## src/hamd_pkg.sv

```systemverilog
// Package of address map constants for the host address map decoder
package hamd_pkg;

  typedef enum logic [3:0] {
    TGT_NONE,
    TGT_SYSMEM,
    TGT_PCI_MEM,
    TGT_ISA_MEM,
    TGT_ISA_IO,
    TGT_PCI_IO,
    TGT_CFG_DIRECT,
    TGT_CFG_ADDR,
    TGT_CFG_DATA,
    TGT_INTACK,
    TGT_FLASH_BIG,
    TGT_FLASH_BOOT,
    TGT_SYSIO
  } hamd_target_t;

  typedef enum logic {
    MAP_LEGACY,
    MAP_ALT
  } hamd_map_t;

  localparam logic [31:0] LEG_ISAIO_LO = 32'h8000_0000;
  localparam logic [31:0] LEG_CFGD_LO = 32'h8080_0000;
  localparam logic [31:0] LEG_PCIIO_LO = 32'h8100_0000;
  localparam logic [31:0] LEG_PCIIO_HI = 32'hBF7F_FFFF;
  localparam logic [31:0] LEG_INTACK_LO = 32'hBFFF_FFF0;
  localparam logic [31:0] LEG_PCIMEM_LO = 32'hC000_0000;
  localparam logic [31:0] LEG_PCIMEM_HI = 32'hFEFF_FFFF;
  localparam logic [31:0] FLASH_BIG_LO = 32'hFF00_0000;
  localparam logic [31:0] FLASH_BIG_HI = 32'hFF7F_FFFF;
  localparam logic [31:0] ALT_PCIMEM_LO = 32'h8000_0000;
  localparam logic [31:0] ALT_PCIMEM_HI = 32'hFCFF_FFFF;
  localparam logic [31:0] ALT_ISAMEM_LO = 32'hFD00_0000;
  localparam logic [31:0] ALT_ISAIO_LO = 32'hFE00_0000;
  localparam logic [31:0] ALT_PCIIO_LO = 32'hFE80_0000;
  localparam logic [31:0] ALT_CFGA_LO = 32'hFEC0_0000;
  localparam logic [31:0] ALT_CFGD_LO = 32'hFEE0_0000;
  localparam logic [31:0] ALT_INTACK_LO = 32'hFEF0_0000;
  localparam logic [31:0] HOLE_LO = 32'h000A_0000;
  localparam logic [31:0] HOLE_HI = 32'h000B_FFFF;
  localparam logic [31:0] CONTIG_CFGA = 32'h8000_0CF8;
  localparam logic [31:0] CONTIG_CFGD = 32'h8000_0CFC;
  localparam logic [31:0] DISC_CFGA = 32'h8006_7018;
  localparam logic [31:0] DISC_CFGD = 32'h8006_701C;
  localparam int IDSEL_FIRST_DEV = 11;
  localparam int IDSEL_FIRST_BIT = 11;
  localparam int IDSEL_COUNT = 8;
  localparam int MB_BIT = 20;
  localparam logic [31:0] ALIGN_256M_MASK = 32'h0FFF_FFFF;
  localparam logic [31:0] MEMTOP_RESET = 32'h7FFF_FFFF;
  localparam logic [1:0] WIDTH_BYTE = 2'h0;
  localparam logic [1:0] WIDTH_DWORD = 2'h3;
  localparam logic [1:0] WIDTH_WORD = 2'h2;

endpackage

```

## src/hamd_pci_addr.sv

```systemverilog
// PCI I/O address translation and configuration port detection
`timescale 1ns/1ps
module hamd_pci_addr (
  input wire logic [31:0] procAddr,
  input wire logic discontig,
  output logic [31:0] pciIoAddr,
  output logic cfgAddrHit,
  output logic cfgDataHit
);

  // Processor bit n (big-endian numbering) is little-endian bit 31-n
  always_comb
  begin
    if (discontig)
    begin
      pciIoAddr = {16'h0000, procAddr[22:12], procAddr[4:0]};
      cfgAddrHit = (procAddr[31:2] == hamd_pkg::DISC_CFGA[31:2]);
      cfgDataHit = (procAddr[31:2] == hamd_pkg::DISC_CFGD[31:2]);
    end
    else
    begin
      pciIoAddr = {1'b0, procAddr[30:0]};
      cfgAddrHit = (procAddr[31:2] == hamd_pkg::CONTIG_CFGA[31:2]);
      cfgDataHit = (procAddr[31:2] == hamd_pkg::CONTIG_CFGD[31:2]);
    end
  end

endmodule // hamd_pci_addr

```

## src/hamd_decoder.sv

```systemverilog
// Processor-side address decoder of the host bridge
// Operation
// - Reset selects legacy map until software switches
// - Legacy 0x8080_0000 window: direct configuration cycles
// - Legacy 0xC000_0000-0xFEFF_FFFF: PCI memory
// - Legacy system memory, ISA I/O, PCI I/O ranges
// - Legacy read at 0xBFFF_FFF0: interrupt acknowledge
// - Contiguous mode address translation and config ports
// - Discontiguous mode address translation and config ports
// - Direct config: one address bit per device select
// - Config address/data ports follow PCI mechanism
// - 0xFF00_0000-0xFF7F_FFFF: 64-bit large flash bank
// - Boot flash at 0xFFF0_0000, replicated, byte wide
// - System I/O at 0xFFE0_0000, replicated
// - Software may select the alternate map
// - Alternate: memory up to programmed top, else reserved
// - Alternate PCI memory 256M aligned, ISA memory
// - Alternate ISA I/O and PCI I/O ranges
// - Alternate 2M window: configuration address port
// - Alternate 1M window: configuration data port
// - Alternate interrupt ack; writes error if enabled
// - Cleared hole flag ignores 0xA_0000-0xB_FFFF
// - Reset also restores legacy PCI-master view
`timescale 1ns/1ps
module hamd_decoder #(
  parameter int IDSEL_COUNT = hamd_pkg::IDSEL_COUNT
) (
  input wire logic clock,
  input wire logic arst_n,
  input wire logic cfgWrite,
  input wire logic cfgMapAlt,
  input wire logic cfgDiscontig,
  input wire logic cfgHoleFlag,
  input wire logic cfgTeaEnable,
  input wire logic [31:0] cfgMemTop,
  input wire logic reqValid,
  input wire logic reqWrite,
  input wire logic [31:0] reqAddr,
  output logic mapAlt,
  output logic masterMapAlt,
  output logic discontigMode,
  output logic legacy_hole_decode_flag,
  output logic teaEnable,
  output logic [31:0] memTop,
  output logic cfgError,
  output logic ackValid,
  output hamd_pkg::hamd_target_t ackTarget,
  output logic [31:0] ackPciAddr,
  output logic [1:0] ackWidth,
  output logic [IDSEL_COUNT-1:0] ackIdsel,
  output logic transfer_error_ack_n
);

  // Device selects must stay below the window bit of the direct range
  if (IDSEL_COUNT < 1 || IDSEL_COUNT > 21 - hamd_pkg::IDSEL_FIRST_BIT + 1)
  begin : g_idsel_check
    $error("IDSEL_COUNT does not fit the direct configuration window");
  end

  hamd_pkg::hamd_map_t map_q;
  logic discontig_q;
  logic hole_q;
  logic tea_q;
  logic [31:0] memTop_q;
  logic cfgError_q;

  hamd_pkg::hamd_target_t target_d;
  logic error_d;
  logic [31:0] pciAddr_d;
  logic [1:0] width_d;
  logic [IDSEL_COUNT-1:0] idsel_d;
  logic [31:0] pciIoAddr;
  logic cfgAddrHit;
  logic cfgDataHit;

  function automatic logic inRange(
    input logic [31:0] a,
    input logic [31:0] lo,
    input logic [31:0] hi
  );
    inRange = (a >= lo) && (a <= hi);
  endfunction

  // Alternate PCI memory base must be 256M aligned
  function automatic logic aligned256(input logic [31:0] a);
    aligned256 = ((a & hamd_pkg::ALIGN_256M_MASK) == 32'h0000_0000);
  endfunction

  // Legacy hole, ignored only while its flag is cleared
  function automatic logic inHole(input logic [31:0] a, input logic flag);
    inHole = !flag && inRange(a, hamd_pkg::HOLE_LO, hamd_pkg::HOLE_HI);
  endfunction

  // Map select: legacy after every hard reset until software switches
  always_ff @(posedge clock or negedge arst_n)
  begin
    if (!arst_n)
    begin
      map_q <= hamd_pkg::MAP_LEGACY;
    end
    else if (cfgWrite)
    begin
      map_q <= hamd_pkg::hamd_map_t'(cfgMapAlt);
    end
  end

  // Mode and enable bits, restored to their defaults on hard reset
  always_ff @(posedge clock or negedge arst_n)
  begin
    if (!arst_n)
    begin
      discontig_q <= 1'b0;
      hole_q <= 1'b1;
      tea_q <= 1'b0;
    end
    else if (cfgWrite)
    begin
      discontig_q <= cfgDiscontig;
      hole_q <= cfgHoleFlag;
      tea_q <= cfgTeaEnable;
    end
  end

  // Highest system memory address of the alternate map
  always_ff @(posedge clock or negedge arst_n)
  begin
    if (!arst_n)
    begin
      memTop_q <= hamd_pkg::MEMTOP_RESET;
    end
    else if (cfgWrite)
    begin
      memTop_q <= cfgMemTop;
    end
  end

  // Flags a configuration write whose memory top collides with PCI memory
  always_ff @(posedge clock or negedge arst_n)
  begin
    if (!arst_n)
    begin
      cfgError_q <= 1'b0;
    end
    else if (cfgWrite)
    begin
      cfgError_q <= cfgMapAlt && (cfgMemTop >= hamd_pkg::ALT_PCIMEM_LO
        || !aligned256(hamd_pkg::ALT_PCIMEM_LO));
    end
  end

  hamd_pci_addr u_pci_addr (
    .procAddr(reqAddr),
    .discontig(discontig_q),
    .pciIoAddr(pciIoAddr),
    .cfgAddrHit(cfgAddrHit),
    .cfgDataHit(cfgDataHit)
  );

  // Direct configuration device selects, one address bit each
  genvar gi;
  generate
    for (gi = 0; gi < IDSEL_COUNT; gi++)
    begin : g_idsel
      assign idsel_d[gi] = (target_d == hamd_pkg::TGT_CFG_DIRECT)
        && reqAddr[hamd_pkg::IDSEL_FIRST_BIT + gi];
    end
  endgenerate

  always_comb
  begin
    target_d = hamd_pkg::TGT_NONE;
    error_d = 1'b0;
    pciAddr_d = reqAddr;
    width_d = hamd_pkg::WIDTH_WORD;
    if (inRange(reqAddr, hamd_pkg::FLASH_BIG_LO, hamd_pkg::FLASH_BIG_HI))
    begin
      target_d = hamd_pkg::TGT_FLASH_BIG;
      width_d = hamd_pkg::WIDTH_DWORD;
    end
    else if (reqAddr[31:24] == 8'hFF)
    begin
      // Upper 8M: odd megabytes boot flash, even ones system I/O
      if (reqAddr[hamd_pkg::MB_BIT])
      begin
        target_d = hamd_pkg::TGT_FLASH_BOOT;
        width_d = hamd_pkg::WIDTH_BYTE;
      end
      else
      begin
        target_d = hamd_pkg::TGT_SYSIO;
      end
    end
    else if (map_q == hamd_pkg::MAP_LEGACY)
    begin
      if (!reqAddr[31])
      begin
        if (inHole(reqAddr, hole_q))
        begin
          target_d = hamd_pkg::TGT_NONE;
        end
        else
        begin
          target_d = hamd_pkg::TGT_SYSMEM;
        end
      end
      else if (reqAddr < hamd_pkg::LEG_CFGD_LO)
      begin
        pciAddr_d = pciIoAddr;
        if (cfgAddrHit)
        begin
          target_d = hamd_pkg::TGT_CFG_ADDR;
        end
        else if (cfgDataHit)
        begin
          target_d = hamd_pkg::TGT_CFG_DATA;
        end
        else
        begin
          target_d = hamd_pkg::TGT_ISA_IO;
        end
      end
      else if (reqAddr < hamd_pkg::LEG_PCIIO_LO)
      begin
        target_d = hamd_pkg::TGT_CFG_DIRECT;
      end
      else if (inRange(reqAddr, hamd_pkg::LEG_PCIIO_LO, hamd_pkg::LEG_PCIIO_HI))
      begin
        target_d = hamd_pkg::TGT_PCI_IO;
        pciAddr_d = pciIoAddr;
      end
      else if (reqAddr >= hamd_pkg::LEG_INTACK_LO && reqAddr < hamd_pkg::LEG_PCIMEM_LO)
      begin
        if (!reqWrite)
        begin
          target_d = hamd_pkg::TGT_INTACK;
        end
        else
        begin
          error_d = 1'b1;
        end
      end
      else if (inRange(reqAddr, hamd_pkg::LEG_PCIMEM_LO, hamd_pkg::LEG_PCIMEM_HI))
      begin
        target_d = hamd_pkg::TGT_PCI_MEM;
      end
      else
      begin
        error_d = 1'b1;
      end
    end
    else
    begin
      if (!reqAddr[31])
      begin
        if (reqAddr > memTop_q)
        begin
          error_d = 1'b1;
        end
        else if (inHole(reqAddr, hole_q))
        begin
          target_d = hamd_pkg::TGT_NONE;
        end
        else
        begin
          target_d = hamd_pkg::TGT_SYSMEM;
        end
      end
      else if (inRange(reqAddr, hamd_pkg::ALT_PCIMEM_LO, hamd_pkg::ALT_PCIMEM_HI))
      begin
        target_d = hamd_pkg::TGT_PCI_MEM;
      end
      else if (reqAddr < hamd_pkg::ALT_ISAIO_LO)
      begin
        target_d = hamd_pkg::TGT_ISA_MEM;
      end
      else if (reqAddr < hamd_pkg::ALT_PCIIO_LO)
      begin
        target_d = hamd_pkg::TGT_ISA_IO;
        pciAddr_d = {8'h00, reqAddr[23:0]};
      end
      else if (reqAddr < hamd_pkg::ALT_CFGA_LO)
      begin
        target_d = hamd_pkg::TGT_PCI_IO;
        pciAddr_d = {8'h00, reqAddr[23:0]};
      end
      else if (reqAddr < hamd_pkg::ALT_CFGD_LO)
      begin
        target_d = hamd_pkg::TGT_CFG_ADDR;
      end
      else if (reqAddr < hamd_pkg::ALT_INTACK_LO)
      begin
        target_d = hamd_pkg::TGT_CFG_DATA;
      end
      else if (!reqWrite)
      begin
        target_d = hamd_pkg::TGT_INTACK;
      end
      else
      begin
        error_d = tea_q;
      end
    end
  end

  // One registered answer per accepted request
  always_ff @(posedge clock or negedge arst_n)
  begin
    if (!arst_n)
    begin
      ackValid <= 1'b0;
      ackTarget <= hamd_pkg::TGT_NONE;
      ackPciAddr <= 32'h0000_0000;
      ackWidth <= hamd_pkg::WIDTH_WORD;
      ackIdsel <= '0;
    end
    else
    begin
      ackValid <= reqValid;
      ackTarget <= reqValid ? target_d : hamd_pkg::TGT_NONE;
      ackPciAddr <= reqValid ? pciAddr_d : 32'h0000_0000;
      ackWidth <= reqValid ? width_d : hamd_pkg::WIDTH_WORD;
      ackIdsel <= reqValid ? idsel_d : '0;
    end
  end

  // Error acknowledge, low for one cycle with the answer it belongs to
  always_ff @(posedge clock or negedge arst_n)
  begin
    if (!arst_n)
    begin
      transfer_error_ack_n <= 1'b1;
    end
    else
    begin
      transfer_error_ack_n <= !(reqValid && error_d);
    end
  end

  assign mapAlt = (map_q == hamd_pkg::MAP_ALT);
  assign masterMapAlt = (map_q == hamd_pkg::MAP_ALT);
  assign discontigMode = discontig_q;
  assign legacy_hole_decode_flag = hole_q;
  assign teaEnable = tea_q;
  assign memTop = memTop_q;
  assign cfgError = cfgError_q;

endmodule // hamd_decoder

```

## config.mk

```make
export PLATFORM = sky130hd
export DESIGN_NAME = hamd_decoder
export DESIGN_NICKNAME = d
export VERILOG_FILES = /design/src/hamd_pkg.sv /design/src/hamd_pci_addr.sv /design/src/hamd_decoder.sv
export SDC_FILE = /design/constraint.sdc
export NUM_CORES = 1
export LEC_CHECK = 0
export BUFFER_PORTS_ARGS = -buffer_cell sky130_fd_sc_hd__buf_2
export CAP_MARGIN = 20
export CORE_AREA = 2 2 95 97
export CTS_CLUSTER_SIZE = 30
export DETAILED_ROUTE_END_ITERATION = 10
export DIE_AREA = 0 0 97 99
export GPL_ROUTABILITY_DRIVEN = 0
export PLACE_DENSITY = 0.87
export SLEW_MARGIN = 20
export SYNTH_ARGS = -nofsm -noshare
export SYNTH_HDL_FRONTEND = slang
export SYNTH_SLANG_ARGS = --single-unit
```

## constraint.sdc

```tcl
create_clock -name clock -period 6.3 [get_ports clock]
set_input_delay 0.315 -clock clock [delete_from_list [all_inputs] [get_ports clock]]
set_output_delay 0.315 -clock clock [all_outputs]
set_load 0.01 [all_outputs]
```

Word level (Yosys, flattened, before mapping)
Index checks and enable logic that the tools add are counted.

Add/subtract/negate cells: 0. $mul: 0. Div/mod/pow operators: 0. Magnitude comparators: 21. Equality and inequality tests: 6. Shifts and indexed selects: 0. Mux-type cells: 63. Bitwise gates (word level): 0. Reduce and logical (&&, ||, !) cells: 19.

Operators by type and width (number): 2-to-1 mux 32 bit (13); less-than comparator 32 bit, second input constant (8); greater-or-equal comparator 32 bit, second input constant (6); <= comparator 32 bit, second input constant (4); equality test 30 bit, second input constant (4); 2-to-1 mux 4 bit (19); greater-or-equal comparator 32 x 20 -> 1 bit, second input constant (1); greater-than comparator 32 bit (1); <= comparator 32 x 20 -> 1 bit, second input constant (1); 2-to-1 mux 31 bit (1); 2-to-1 mux 1 bit (23); logical AND 1 bit (17); 2-to-1 mux 2 bit (5); equality test 8 bit, second input constant (1); 2-to-1 mux 8 bit (1); equality test 4 x 3 -> 1 bit, second input constant (1); 2-to-1 mux 3 bit (1); zero test 1 bit (2).

Flip-flop bits (word level): 85. Bits in latches: 0. Bits in writable memories: 0. Memory bits (read-only): 0. Input port bits: 73. Output and inout port bits: 86. Word-level logic and storage cells: 121. Memories kept: 0.

Longest topological paths before layout
Gate-level depths: netlist of run 1.

Word-level depth: 14. Mapped depth: 9.

By module
From an unflattened synthesis of run 1, not the netlist that was laid out.

Cells, all modules: 546. Area, all modules: 4929.7 µm².

By module, submodules not included: hamd_decoder (instances 1, cells each 490, area an instance 4465.5 µm², seq. area each 2169.6 µm²); hamd_pci_addr (instances 1, cells each 56, area an instance 464.2 µm², seq. area each 0.0 µm²).

Worst setup path after synthesis of run 1
Ideal clock, no wire load.

Path kind: reg-to-reg. Start: register memTop_q[7], in the netlist memTop[7]. End: register ackTarget[0]. Setup time: 0.067 ns. Data arrival time: 2.271 ns. Required time: 6.233 ns. Path slack: 3.962 ns. Cell stages (with the launch flop): 9. Buffers on the path: 0. Cells stage by stage: dfstp_2 -> inv_1 -> ha_1 -> and4_1 -> or4bb_1 -> o21ai_1 -> a31oi_1 -> nor3_4 -> and3_1.

Longest elaborated chain between the ends: 7.

Ends and longest elaborated chain: start: declaration (RTL line hamd_decoder.sv:64) `logic [31:0] memTop_q;`; start signal: assignment (RTL line hamd_decoder.sv:129) `memTop_q <= hamd_pkg::MEMTOP_RESET;`; start signal: assignment (RTL line hamd_decoder.sv:133) `memTop_q <= cfgMemTop;`; greater-than comparator 32 bit (RTL line hamd_decoder.sv:255) `if (reqAddr > memTop_q)`; 2-to-1 mux 1 bit (RTL line hamd_decoder.sv:255); 2-to-1 mux 4 bit (RTL line hamd_decoder.sv:253) `if (!reqAddr[31])`; 2-to-1 mux 4 bit (RTL line hamd_decoder.sv:193) `else if (map_q == hamd_pkg::MAP_LEGACY)`; 2-to-1 mux 4 bit (RTL line hamd_decoder.sv:180) `else if (reqAddr[31:24] == 8'hFF)`; 2-to-1 mux 4 bit (RTL line hamd_decoder.sv:175) `if (inRange(reqAddr, hamd_pkg::FLASH_BIG_LO, hamd_pkg::FLASH_BIG_HI))`; 2-to-1 mux 4 bit (RTL line hamd_decoder.sv:319) `ackTarget <= reqValid ? target_d : hamd_pkg::TGT_NONE;`; end signal: assignment (RTL line hamd_decoder.sv:311) `ackTarget <= hamd_pkg::TGT_NONE;`; end signal: assignment (RTL line hamd_decoder.sv:319); end: declaration (RTL line hamd_decoder.sv:47) `output hamd_pkg::hamd_target_t ackTarget,`.

Every way passes these cells. A chain may end at the register's enable or synchronous reset.

Worst setup path after layout of run 1
Start: register memTop_q[7], in the netlist memTop[7]. End: register ackIdsel[6].

Longest elaborated chain between the ends: 9.

Ends and longest elaborated chain: greater-than comparator 32 bit (RTL line hamd_decoder.sv:255); 2-to-1 mux 1 bit (RTL line hamd_decoder.sv:255); 2-to-1 mux 4 bit (RTL line hamd_decoder.sv:253); 2-to-1 mux 4 bit (RTL line hamd_decoder.sv:193); 2-to-1 mux 4 bit (RTL line hamd_decoder.sv:180); 2-to-1 mux 4 bit (RTL line hamd_decoder.sv:175); equality test 4 x 3 -> 1 bit (RTL line hamd_decoder.sv:164) `assign idsel_d[gi] = (target_d == hamd_pkg::TGT_CFG_DIRECT)`; logical AND 1 bit (RTL line hamd_decoder.sv:165) `&& reqAddr[hamd_pkg::IDSEL_FIRST_BIT + gi];`; 2-to-1 mux 8 bit (RTL line hamd_decoder.sv:322) `ackIdsel <= reqValid ? idsel_d : '0;`; end signal: assignment (RTL line hamd_decoder.sv:322); end: declaration (RTL line hamd_decoder.sv:50) `output logic [IDSEL_COUNT-1:0] ackIdsel,`.

Every way passes these cells.

==> run summary, run 1 <==
status: finished, final reports clean
Rel. slew slack: 0.4201
RSZ-0062 raised after global routing: false
hold buffers post-CTS: 0
1st-iter DRT viols: 437
Final Routed Wirelength: 12.17 mm
grt ovf: 0
Post-Syn Nets: 576
largest net degree at the start of global routing: 86
Static Leak: 2.966 nW
Netlist cell types: 58
Core Area: 0.008551 mm2
# rows: 34
TNS Setup: 0 ns
IO Pins: 159
DP Area: 0.005420 mm2
DR WL/cell: 16.72 um
Post-CTS Repair Setup Buffers: 0
DPL Wire Length: 9.188 mm
die area: 0.009603 mm2
commonest non-fill, non-tap cell in the layout: buf_2
type of origin of the critical path: flip-flop
Final min period: 2.629 ns
antenna diode count: 0
Clk Latency, worst-skew pair: 0.36 ns
clock sinks: 85
vias in the first global route: 4003
clock root cell: clkbuf_8
Seq cells post-synth: 85
Final Instance Area: 0.005604 mm2
Main synth FF type: dfrtp_1
vias per cell: 5.632
nets: 722
Slew Viols, Final: 0
Tot GR Track Use: 0.2558
TritonCTS clock tree: built
DIE WIDTH: 97 um
worst vdd ir: 105.4 uV
Die Height: 99 um
Residual DRC: 0
drt pass-1 iters: 4
most frequent cells in the layout: 157 x buf_2, 53 x inv_1, 51 x nand2_1, 51 x dfrtp_1, 44 x o21ai_0
CTS resizes: 0
final setup margin: 3.671 ns
crit-path max cell delay: 0.54 ns
Initial Utilization: 0.5402
initial antenna violation count: 0
Data required, critical path: 6.51 ns
post-synth top area share: 0.2763
I/O Buffers: 158
P&R area growth vs syn: 21.32%
Critical Path, Cell by Cell: inv_1 > ha_1 > and4_1 > or4bb_1 > o21ai_1 > a31oi_1 > nor3_4 > a211oi_1
clock buffer depth: 2
via count: 4100
WP data arrival: 2.84 ns
first-pass GRT wire length: 19.80 mm
share of cells above drive strength 1: 0.3581
Clock transition at path regs: 0.09 ns
Final setup viols: 0
CP Class: flip-flop to flip-flop
Synthesis Warnings: 0
# fillers: 687
antenna-violating nets left: 0
area leader, netlist: dfrtp_1
Synth async-reset ratio: 1.000
Fmax: 0.3804 GHz
Seq/Total Area, Yosys: 0.4697
H-tree level count: 3
Crit Path Max Fanout: 9
hold crit path type: primary input to async pin
skew final: 0.01569 ns
synthesized area: 0.004619 mm2
Max-Cap Viols: 0
Least-Margin Pin Slew: 0.8674 ns
crit end category: flip-flop
period utilization: 0.4173
average cell area after synthesis: 9.850 um2
synth top area cells: dfrtp_1 28%, dfstp_2 19%, ha_1 9.2%
CP max stage cell: dfstp_2
Setup WS pre-CTS: 3.633 ns
Hold Violations, Final: 0
Mapped Cells: 469
cts bufs inserted: 9
number of synthesized flops with an enable pin: 0
Power Dens Cells: 220.2 mW/mm2
hold_ws: 0.002334 ns
==> cell families after synthesis <==
| logic type | after synthesis | synth area share |
|---|---|---|
| DFF | 85 | 0.4697 |
| muxes | 15 | 0.03359 |
| buffers and inverters | 77 | 0.07232 |
| adders and majority gates | 34 | 0.09209 |
| and+or+nand+nor | 157 | 0.1939 |
| AOI/OAI and AO/OA | 101 | 0.1384 |
==> through the flow <==
stage | instances | total power [W] | utilization
3_3_place_gp | 712 | 0.0008670 | 0.6339
6_report | 728 | 0.001234 | 0.6554
4_1_cts | 728 | 0.001237 | 0.6550
5_1_grt | 728 | 0.001297 | 0.6554
2_1_floorplan | 469 | 0.0007651 | -
3_5_place_dp | 712 | 0.0008807 | 0.6339
==> state kept, by name, indices dropped and copies added (netlist names) <==
register / cells
ackIdsel: 8
legacy_hole_decode_flag: 1
ackPciAddr: 32
discontigMode: 1
ackWidth: 2
teaEnable: 1
transfer_error_ack_n: 1
cfgError: 1
memTop: 32
ackValid: 1
ackTarget: 4
mapAlt: 1
==> area by class of cell <==
type / count / area, um2 / share of cell area
inverters: 53 / 198.9 / 0.03550
flip-flops and latches: 85 / 2170 / 0.3871
repair buffers: 159 / 804.5 / 0.1436
clock inverters: 3 / 21.27 / 0.003795
well taps: 108 / 135.1 / 0.02411
multi-input cells: 307 / 2116 / 0.3775
clock buffers: 13 / 158.9 / 0.02835
==> power by group <==
| group | internal (W) | leakage [nW] | switching (W) |
|---|---|---|---|
| clock network | 0.000166 | 0.0896 | 0.000195 |
| logic | 0.000101 | 1.85 | 0.000157 |
| registers | 0.000596 | 1.02 | 0.0000196 |
| total | 0.000862 | 2.97 | 0.000371 |
==> synth_stat cells (all sizes together), types with 2 or more instances <==
| library cell | n |
|---|---|
| nand3 | 14 |
| dfstp | 34 |
| nand2 | 51 |
| or2 | 3 |
| or4 | 2 |
| and2 | 7 |
| a21oi | 19 |
| mux2i | 11 |
| nor4 | 4 |
| nor4bb | 3 |
| o21ai | 46 |
| nand4 | 16 |
| ha | 34 |
| a31oi | 3 |
| a21boi | 6 |
| nor4b | 3 |
| buf | 11 |
| inv | 53 |
| clkbuf | 13 |
| o311ai | 2 |
| a211oi | 8 |
| nand2b | 2 |
| o211a | 2 |
| a41o | 3 |
| nor2b | 13 |
| and3 | 11 |
| a22o | 2 |
| and4 | 4 |
| dfrtp | 51 |
| a21o | 2 |
| mux2 | 4 |
| nor2 | 15 |
| nor3 | 5 |
==> path summary, 6_finish.rpt <==
kind | start | endpoint | slack (ns) | depth (start not counted)
hold / removal | arst_n | ackPciAddr[4] | 0.002 | 1
hold reg to reg | memTop[15] | memTop[15] | 0.52 | 2
max in group asynchronous | arst_n | ackPciAddr[21] | 5.79 | 1
setup reg to reg | memTop[7] | ackIdsel[6] | 3.67 | 8
setup / recovery | memTop[7] | ackIdsel[6] | 3.67 | 8
min in group clock | cfgMemTop[5] | memTop[5] | 0.16 | 3
==> metal layers <==
metal  GRT usage  wire (um)  vias to the layer above
li1            -          -                     1934
met1      0.3298       5013                     1949
met2      0.4225       5841                      190
met3     0.05532        961                       27
met4      0.1040        355                        0
met5           0          0                        -
==> critical path: cells and delay by family, from the launching register on <==
family,cells,cell delay [ns]
and+or+nand+nor,3,1.19
DFF,1,0.54
AOI/OAI and AO/OA,3,0.39
adders and majority gates,1,0.31
buffers and inverters,1,0.05
No activity file was read; power rests on OpenSTA's default activity.
==> run 2: changes to the inputs <==
- CORE_AREA: 2 2 95 97 -> 2 2 99 101
- DIE_AREA: 0 0 97 99 -> 0 0 101 103
- PLACE_DENSITY: 0.87 -> 0.81
- clock period: 6.3 -> 2.7 ns (I/O delays scaled with it)
==> run summary, run 2 (synthesis results as in run 1) <==
RSZ-0062 raised after global routing: false
nets: 757 (+4.8%)
TritonCTS clock tree: built
H-tree level count: 3 (unchanged)
WP data arrival: 2.81 ns (-0.03 ns)
Final Instance Area: 0.005948 mm2 (+6.1%)
Initial Utilization: 0.4884 (-0.05188)
CP max stage cell: or4bb_1
Final min period: 2.588 ns (-0.04141 ns)
worst vdd ir: 261.3 uV (+150%)
TNS Setup: 0 ns (unchanged)
Final Routed Wirelength: 12.91 mm (+6.1%)
crit-path max cell delay: 0.54 ns (about the same)
cts bufs inserted: 9 (unchanged)
Clock transition at path regs: 0.08 ns (about the same)
Tot Pwr: 0.002903 W (+140%)
largest net degree at the start of global routing: 86 (unchanged)
antenna diode count: 0 (unchanged)
Critical Path, Cell by Cell: inv_1 > ha_1 > and4_1 > or4bb_1 > nand3_1 > a31oi_1 > nor3_4 > a211oi_1
Slew Viols, Final: 0 (unchanged)
Max-Cap Viols: 0 (unchanged)
IO Pins: 159 (unchanged)
Tot GR Track Use: 0.2494 (-0.006401)
DIE WIDTH: 101 um (+4.1%)
# fillers: 796 (+16%)
Die Height: 103 um (+4.0%)
clock buffer depth: 2 (unchanged)
Rel. slew slack: 0.4985 (+0.07845)
type of origin of the critical path: flip-flop
DP Area: 0.005465 mm2 (+0.83%)
Least-Margin Pin Slew: 0.7522 ns (-0.1152 ns)
first-pass GRT wire length: 20.17 mm (+1.8%)
I/O Buffers: 158 (unchanged)
initial antenna violation count: 0 (unchanged)
sequential cell area: 0.002170 mm2 (unchanged)
Hold Violations, Final: 1 (+1)
vias per cell: 5.515 (-2.1%)
Data required, critical path: 2.93 ns (-3.58 ns)
antenna-violating nets left: 0 (unchanged)
DPL Wire Length: 9.371 mm (+2.0%)
via count: 4241 (+3.4%)
hold_ws: -0.005154 ns (-0.007489 ns)
Multi-input gate area: 0.002122 mm2 (+0.30%)
Residual DRC: 0 (unchanged)
DP Cell Count: 723 (+1.5%)
Clk Latency, worst-skew pair: 0.36 ns (about the same)
share of cells above drive strength 1: 0.3466 (-0.01150)
commonest non-fill, non-tap cell in the layout: buf_2
status: finished with violations
grt ovf: 0 (unchanged)
clock root cell: clkbuf_8
# rows: 36 (+5.9%)
hold crit path type: primary input to flip-flop
DR WL/cell: 16.79 um (+0.41%)
most frequent cells in the layout: 157 x buf_2, 53 x inv_1, 51 x nand2_1, 51 x dfrtp_1, 44 x o21ai_0
violated checks: negative hold slack
die area: 0.01040 mm2 (+8.3%)
Power Dens Cells: 488.0 mW/mm2 (+120%)
Fmax: 0.3865 GHz (+1.6%)
vias in the first global route: 4147 (+3.6%)
period utilization: 0.9584 (+0.5411)
CP Class: flip-flop to flip-flop
Crit Path Max Fanout: 9 (unchanged)
Static Leak: 3.116 nW (+5.0%)
1st-iter DRT viols: 342 (-22%)
skew final: 0.008400 ns (-0.007295 ns)
P&R area growth vs syn: 28.76%
Final setup viols: 0 (unchanged)
Core Area: 0.009459 mm2 (+11%)
clock sinks: 85 (unchanged)
crit end category: flip-flop
non-filler instance count after layout: 769 (+5.6%)
drt pass-1 iters: 5 (+1)
run 2: cell count changes in the layout (fill, tap and decap cells not counted):
| cell | delta |
|---|---|
| clkinv_4 | -1 |
| o311ai_0 | -1 |
| a31oi_1 | -1 |
| o311ai_1 | +1 |
| a31oi_2 | +1 |
| clkbuf_1 | +1 |
| buf_4 | +5 |
| clkinv_2 | +1 |
| clkinvlp_4 | -1 |
| dlygate4sd3_1 | +30 |
run 2: critical path: cells and delay by family, from the launching register on:
kind / cells / cell delay, ns
buf+inv: 1 / 0.05
flops: 1 / 0.53
compound gates: 2 / 0.24
simple gates: 4 / 1.32
fa+ha+maj: 1 / 0.31
run 2: cell type report:
type                       instances  area share
clock buffer                      14     0.02735
timing repair buffer             194      0.1920
inverter                          53     0.03345
multi-input combinational        307      0.3568
clock inverter                     2    0.001683
sequential                        85      0.3647
tap                              114     0.02398
run 2: where the power goes:
part | total, W | internal, W | switching, W
Combinational | 0.000647 | 0.000270 | 0.000377
Sequential | 0.00144 | 0.00139 | 0.0000453
Clock | 0.000821 | 0.000383 | 0.000438
run 2: final timing paths:
kind	startpoint	end	slack, ns	cells after the start
max in group asynchronous	arst_n	ackPciAddr[2]	1.79	2
hold reg to reg	memTop[6]	memTop[6]	0.52	2
setup / recovery	memTop[7]	ackIdsel[2]	0.11	8
min in group asynchronous	arst_n	ackPciAddr[20]	0.39	2
setup reg to reg	memTop[7]	ackIdsel[2]	0.11	8
hold / removal	cfgMemTop[25]	memTop[25]	-0.005	3
run 2: metal layers:
metal,vias up,global-route usage,share of wire
met3,40,0.05627,0.079
li1,1996,-,-
met5,-,0,0
met2,189,0.4108,0.48
met4,0,0.1175,0.035
met1,2016,0.3139,0.41
run 2: through the flow:
stage | util | hold WS [ns] | setup slack (ns)
2_1_floorplan | - | -0.1606 | 0.3619
3_3_place_gp | 0.5778 | 0.3414 | 0.2031
3_5_place_dp | 0.5778 | 0.3451 | 0.1055
4_1_cts | 0.6278 | 0.002314 | 0.08869
5_1_grt | 0.6288 | 0.01516 | 0.01947
6_report | 0.6288 | -0.005154 | 0.1124
run 2: repair_timing:
item / CTS / global route
hold buffers: 30 / 0
endpoints found under the hold margin: 56 / 0
buffers inserted: 0 / 0
resized for setup: 0 / 2
endpoints found under the setup margin: 0 / 6
==> run 3: changes to the inputs <==
- CORE_AREA: 2 2 99 101 -> 2 2 111 113
- DIE_AREA: 0 0 101 103 -> 0 0 113 115
- MAX_ROUTING_LAYER: default -> met4
- PLACE_DENSITY: 0.81 -> 0.67
==> run summary, run 3 (synthesis results as in run 1) <==
status: finished with violations
violated checks: design-rule violations
# rows: 40 (+11%)
drt pass-1 iters: 7 (+2)
RSZ-0062 raised after global routing: false
Rel. slew slack: 0.4583 (-0.04021)
antenna-violating nets left: 0 (unchanged)
IO Pins: 159 (unchanged)
Clk Latency, worst-skew pair: 0.35 ns (about the same)
vias in the first global route: 4001 (-3.5%)
DPL Wire Length: 9.726 mm (+3.8%)
die area: 0.01300 mm2 (+25%)
Hold Violations, Final: 0 (-1)
clock buffer depth: 2 (unchanged)
Crit Path Max Fanout: 9 (unchanged)
CP Class: flip-flop to flip-flop
# fillers: 1136 (+43%)
Final Routed Wirelength: 13.13 mm (+1.7%)
skew final: 0.009343 ns (+0.0009434 ns)
Fmax: 0.3914 GHz (+1.3%)
TritonCTS clock tree: built
1st-iter DRT viols: 241 (-30%)
Die Height: 115 um (+12%)
first-pass GRT wire length: 20.28 mm (+0.55%)
grt ovf: 0 (unchanged)
WL met1: 5.752 mm (+9.5%)
initial antenna violation count: 0 (unchanged)
Final Instance Area: 0.006012 mm2 (+1.1%)
clock sinks: 85 (unchanged)
commonest non-fill, non-tap cell in the layout: buf_2
Core Area: 0.01181 mm2 (+25%)
Max-Cap Viols: 0 (unchanged)
Least-Margin Pin Slew: 0.8125 ns (+0.06031 ns)
Initial Utilization: 0.3911 (-0.09726)
Power Dens Cells: 562.3 mW/mm2 (+15%)
Residual DRC: 11 (+11)
Highest Signal Layer: met4
WL met2: 6.247 mm (+0.99%)
cts bufs inserted: 9 (unchanged)
WP data arrival: 2.79 ns (-0.02 ns)
hold crit path type: primary input to flip-flop
worst vdd ir: 269.8 uV (+3.2%)
share of cells above drive strength 1: 0.3577 (+0.01113)
DP Area: 0.005514 mm2 (+0.89%)
DIE WIDTH: 113 um (+12%)
Static Leak: 3.135 nW (+0.63%)
I/O Buffers: 158 (unchanged)
type of origin of the critical path: flip-flop
period utilization: 0.9463 (-0.01208)
H-tree level count: 3 (unchanged)
crit end category: flip-flop
Final min period: 2.555 ns (-0.03260 ns)
Clock transition at path regs: 0.07 ns (about the same)
TNS Setup: 0 ns (unchanged)
DR WL/cell: 16.62 um (-1.0%)
nets: 745 (-1.6%)
Slew Viols, Final: 0 (unchanged)
via count: 4073 (-4.0%)
Final setup viols: 0 (unchanged)
Data required, critical path: 2.93 ns (about the same)
largest net degree at the start of global routing: 86 (unchanged)
vias per cell: 5.156 (-6.5%)
Tot GR Track Use: 0.2058 (-0.04356)
P&R area growth vs syn: 30.15%
clock root cell: clkbuf_16
routed wl met3: 856 um (-16%)
DP Cell Count: 757 (+4.7%)
final core occ: 0.5090 (-0.1198)
antenna diode count: 0 (unchanged)
non-filler instance count after layout: 790 (+2.7%)
most frequent cells in the layout: 157 x buf_2, 53 x inv_1, 51 x nand2_1, 51 x dfrtp_1, 44 x o21ai_0
run 3: per-layer routing:
metal / vias to the layer above / track usage
met3: 23 / 0.04375
li1: 1972 / -
met4: 0 / 0.08618
met5: - / -
met1: 1930 / 0.2611
met2: 148 / 0.3214
run 3: timing repair:
item / in CTS / in global routing
hold endpoints to repair: 15 / 51
resized for setup: 0 / 1
buffers inserted: 0 / 1
endpoints found under the setup margin: 0 / 9
hold buffers: 15 / 1
run 3: path summary, 6_finish.rpt:
kind / startpoint / end / slack [ns] / depth (start not counted)
max: memTop[30] / ackIdsel[6] / 0.14 / 8
min: cfgMemTop[28] / memTop[28] / 0.006 / 3
max reg2reg: memTop[30] / ackIdsel[6] / 0.14 / 8
min reg2reg: memTop[12] / memTop[12] / 0.51 / 2
max in group asynchronous: arst_n / ackPciAddr[22] / 1.71 / 2
min in group asynchronous: arst_n / ackValid / 0.37 / 2
run 3: layout make-up:
class                   count  area, um2  area share
flip-flops and latches     85       2170      0.3609
multi-input cells         307       2122      0.3530
repair buffers            182       1030      0.1713
clock buffers              11      232.7     0.03871
inverters                  53      198.9     0.03309
well taps                 147      183.9     0.03059
clock inverters             5      75.07     0.01249
run 3: report_power, final:
group / internal, W / switching, W / total, W
Clock: 0.000806 / 0.000503 / 0.00131
Sequential: 0.00139 / 0.0000437 / 0.00144
Combinational: 0.000261 / 0.000375 / 0.000636
run 3: worst max-delay path, stage by stage, from the launching register on:
cell and delay [ns]:
dfstp_2 0.53, inv_1 0.05, ha_1 0.31, nand4_1 0.21, or4_1 0.59, a31oi_2 0.27
nor3_4 0.06, buf_12 0.15, a211oi_1 0.28
run 3: per-stage QoR:
stage	hold WS [ns]	setup WS, ns	power, W
global placement	0.3422	0.1807	0.002044
detailed placement	0.3469	0.08996	0.002070
floorplan	-0.1606	0.3619	0.001785
global route	0.01163	0.04829	0.003558
finish	0.006300	0.1450	0.003380
CTS	0.0004263	0.06915	0.003400
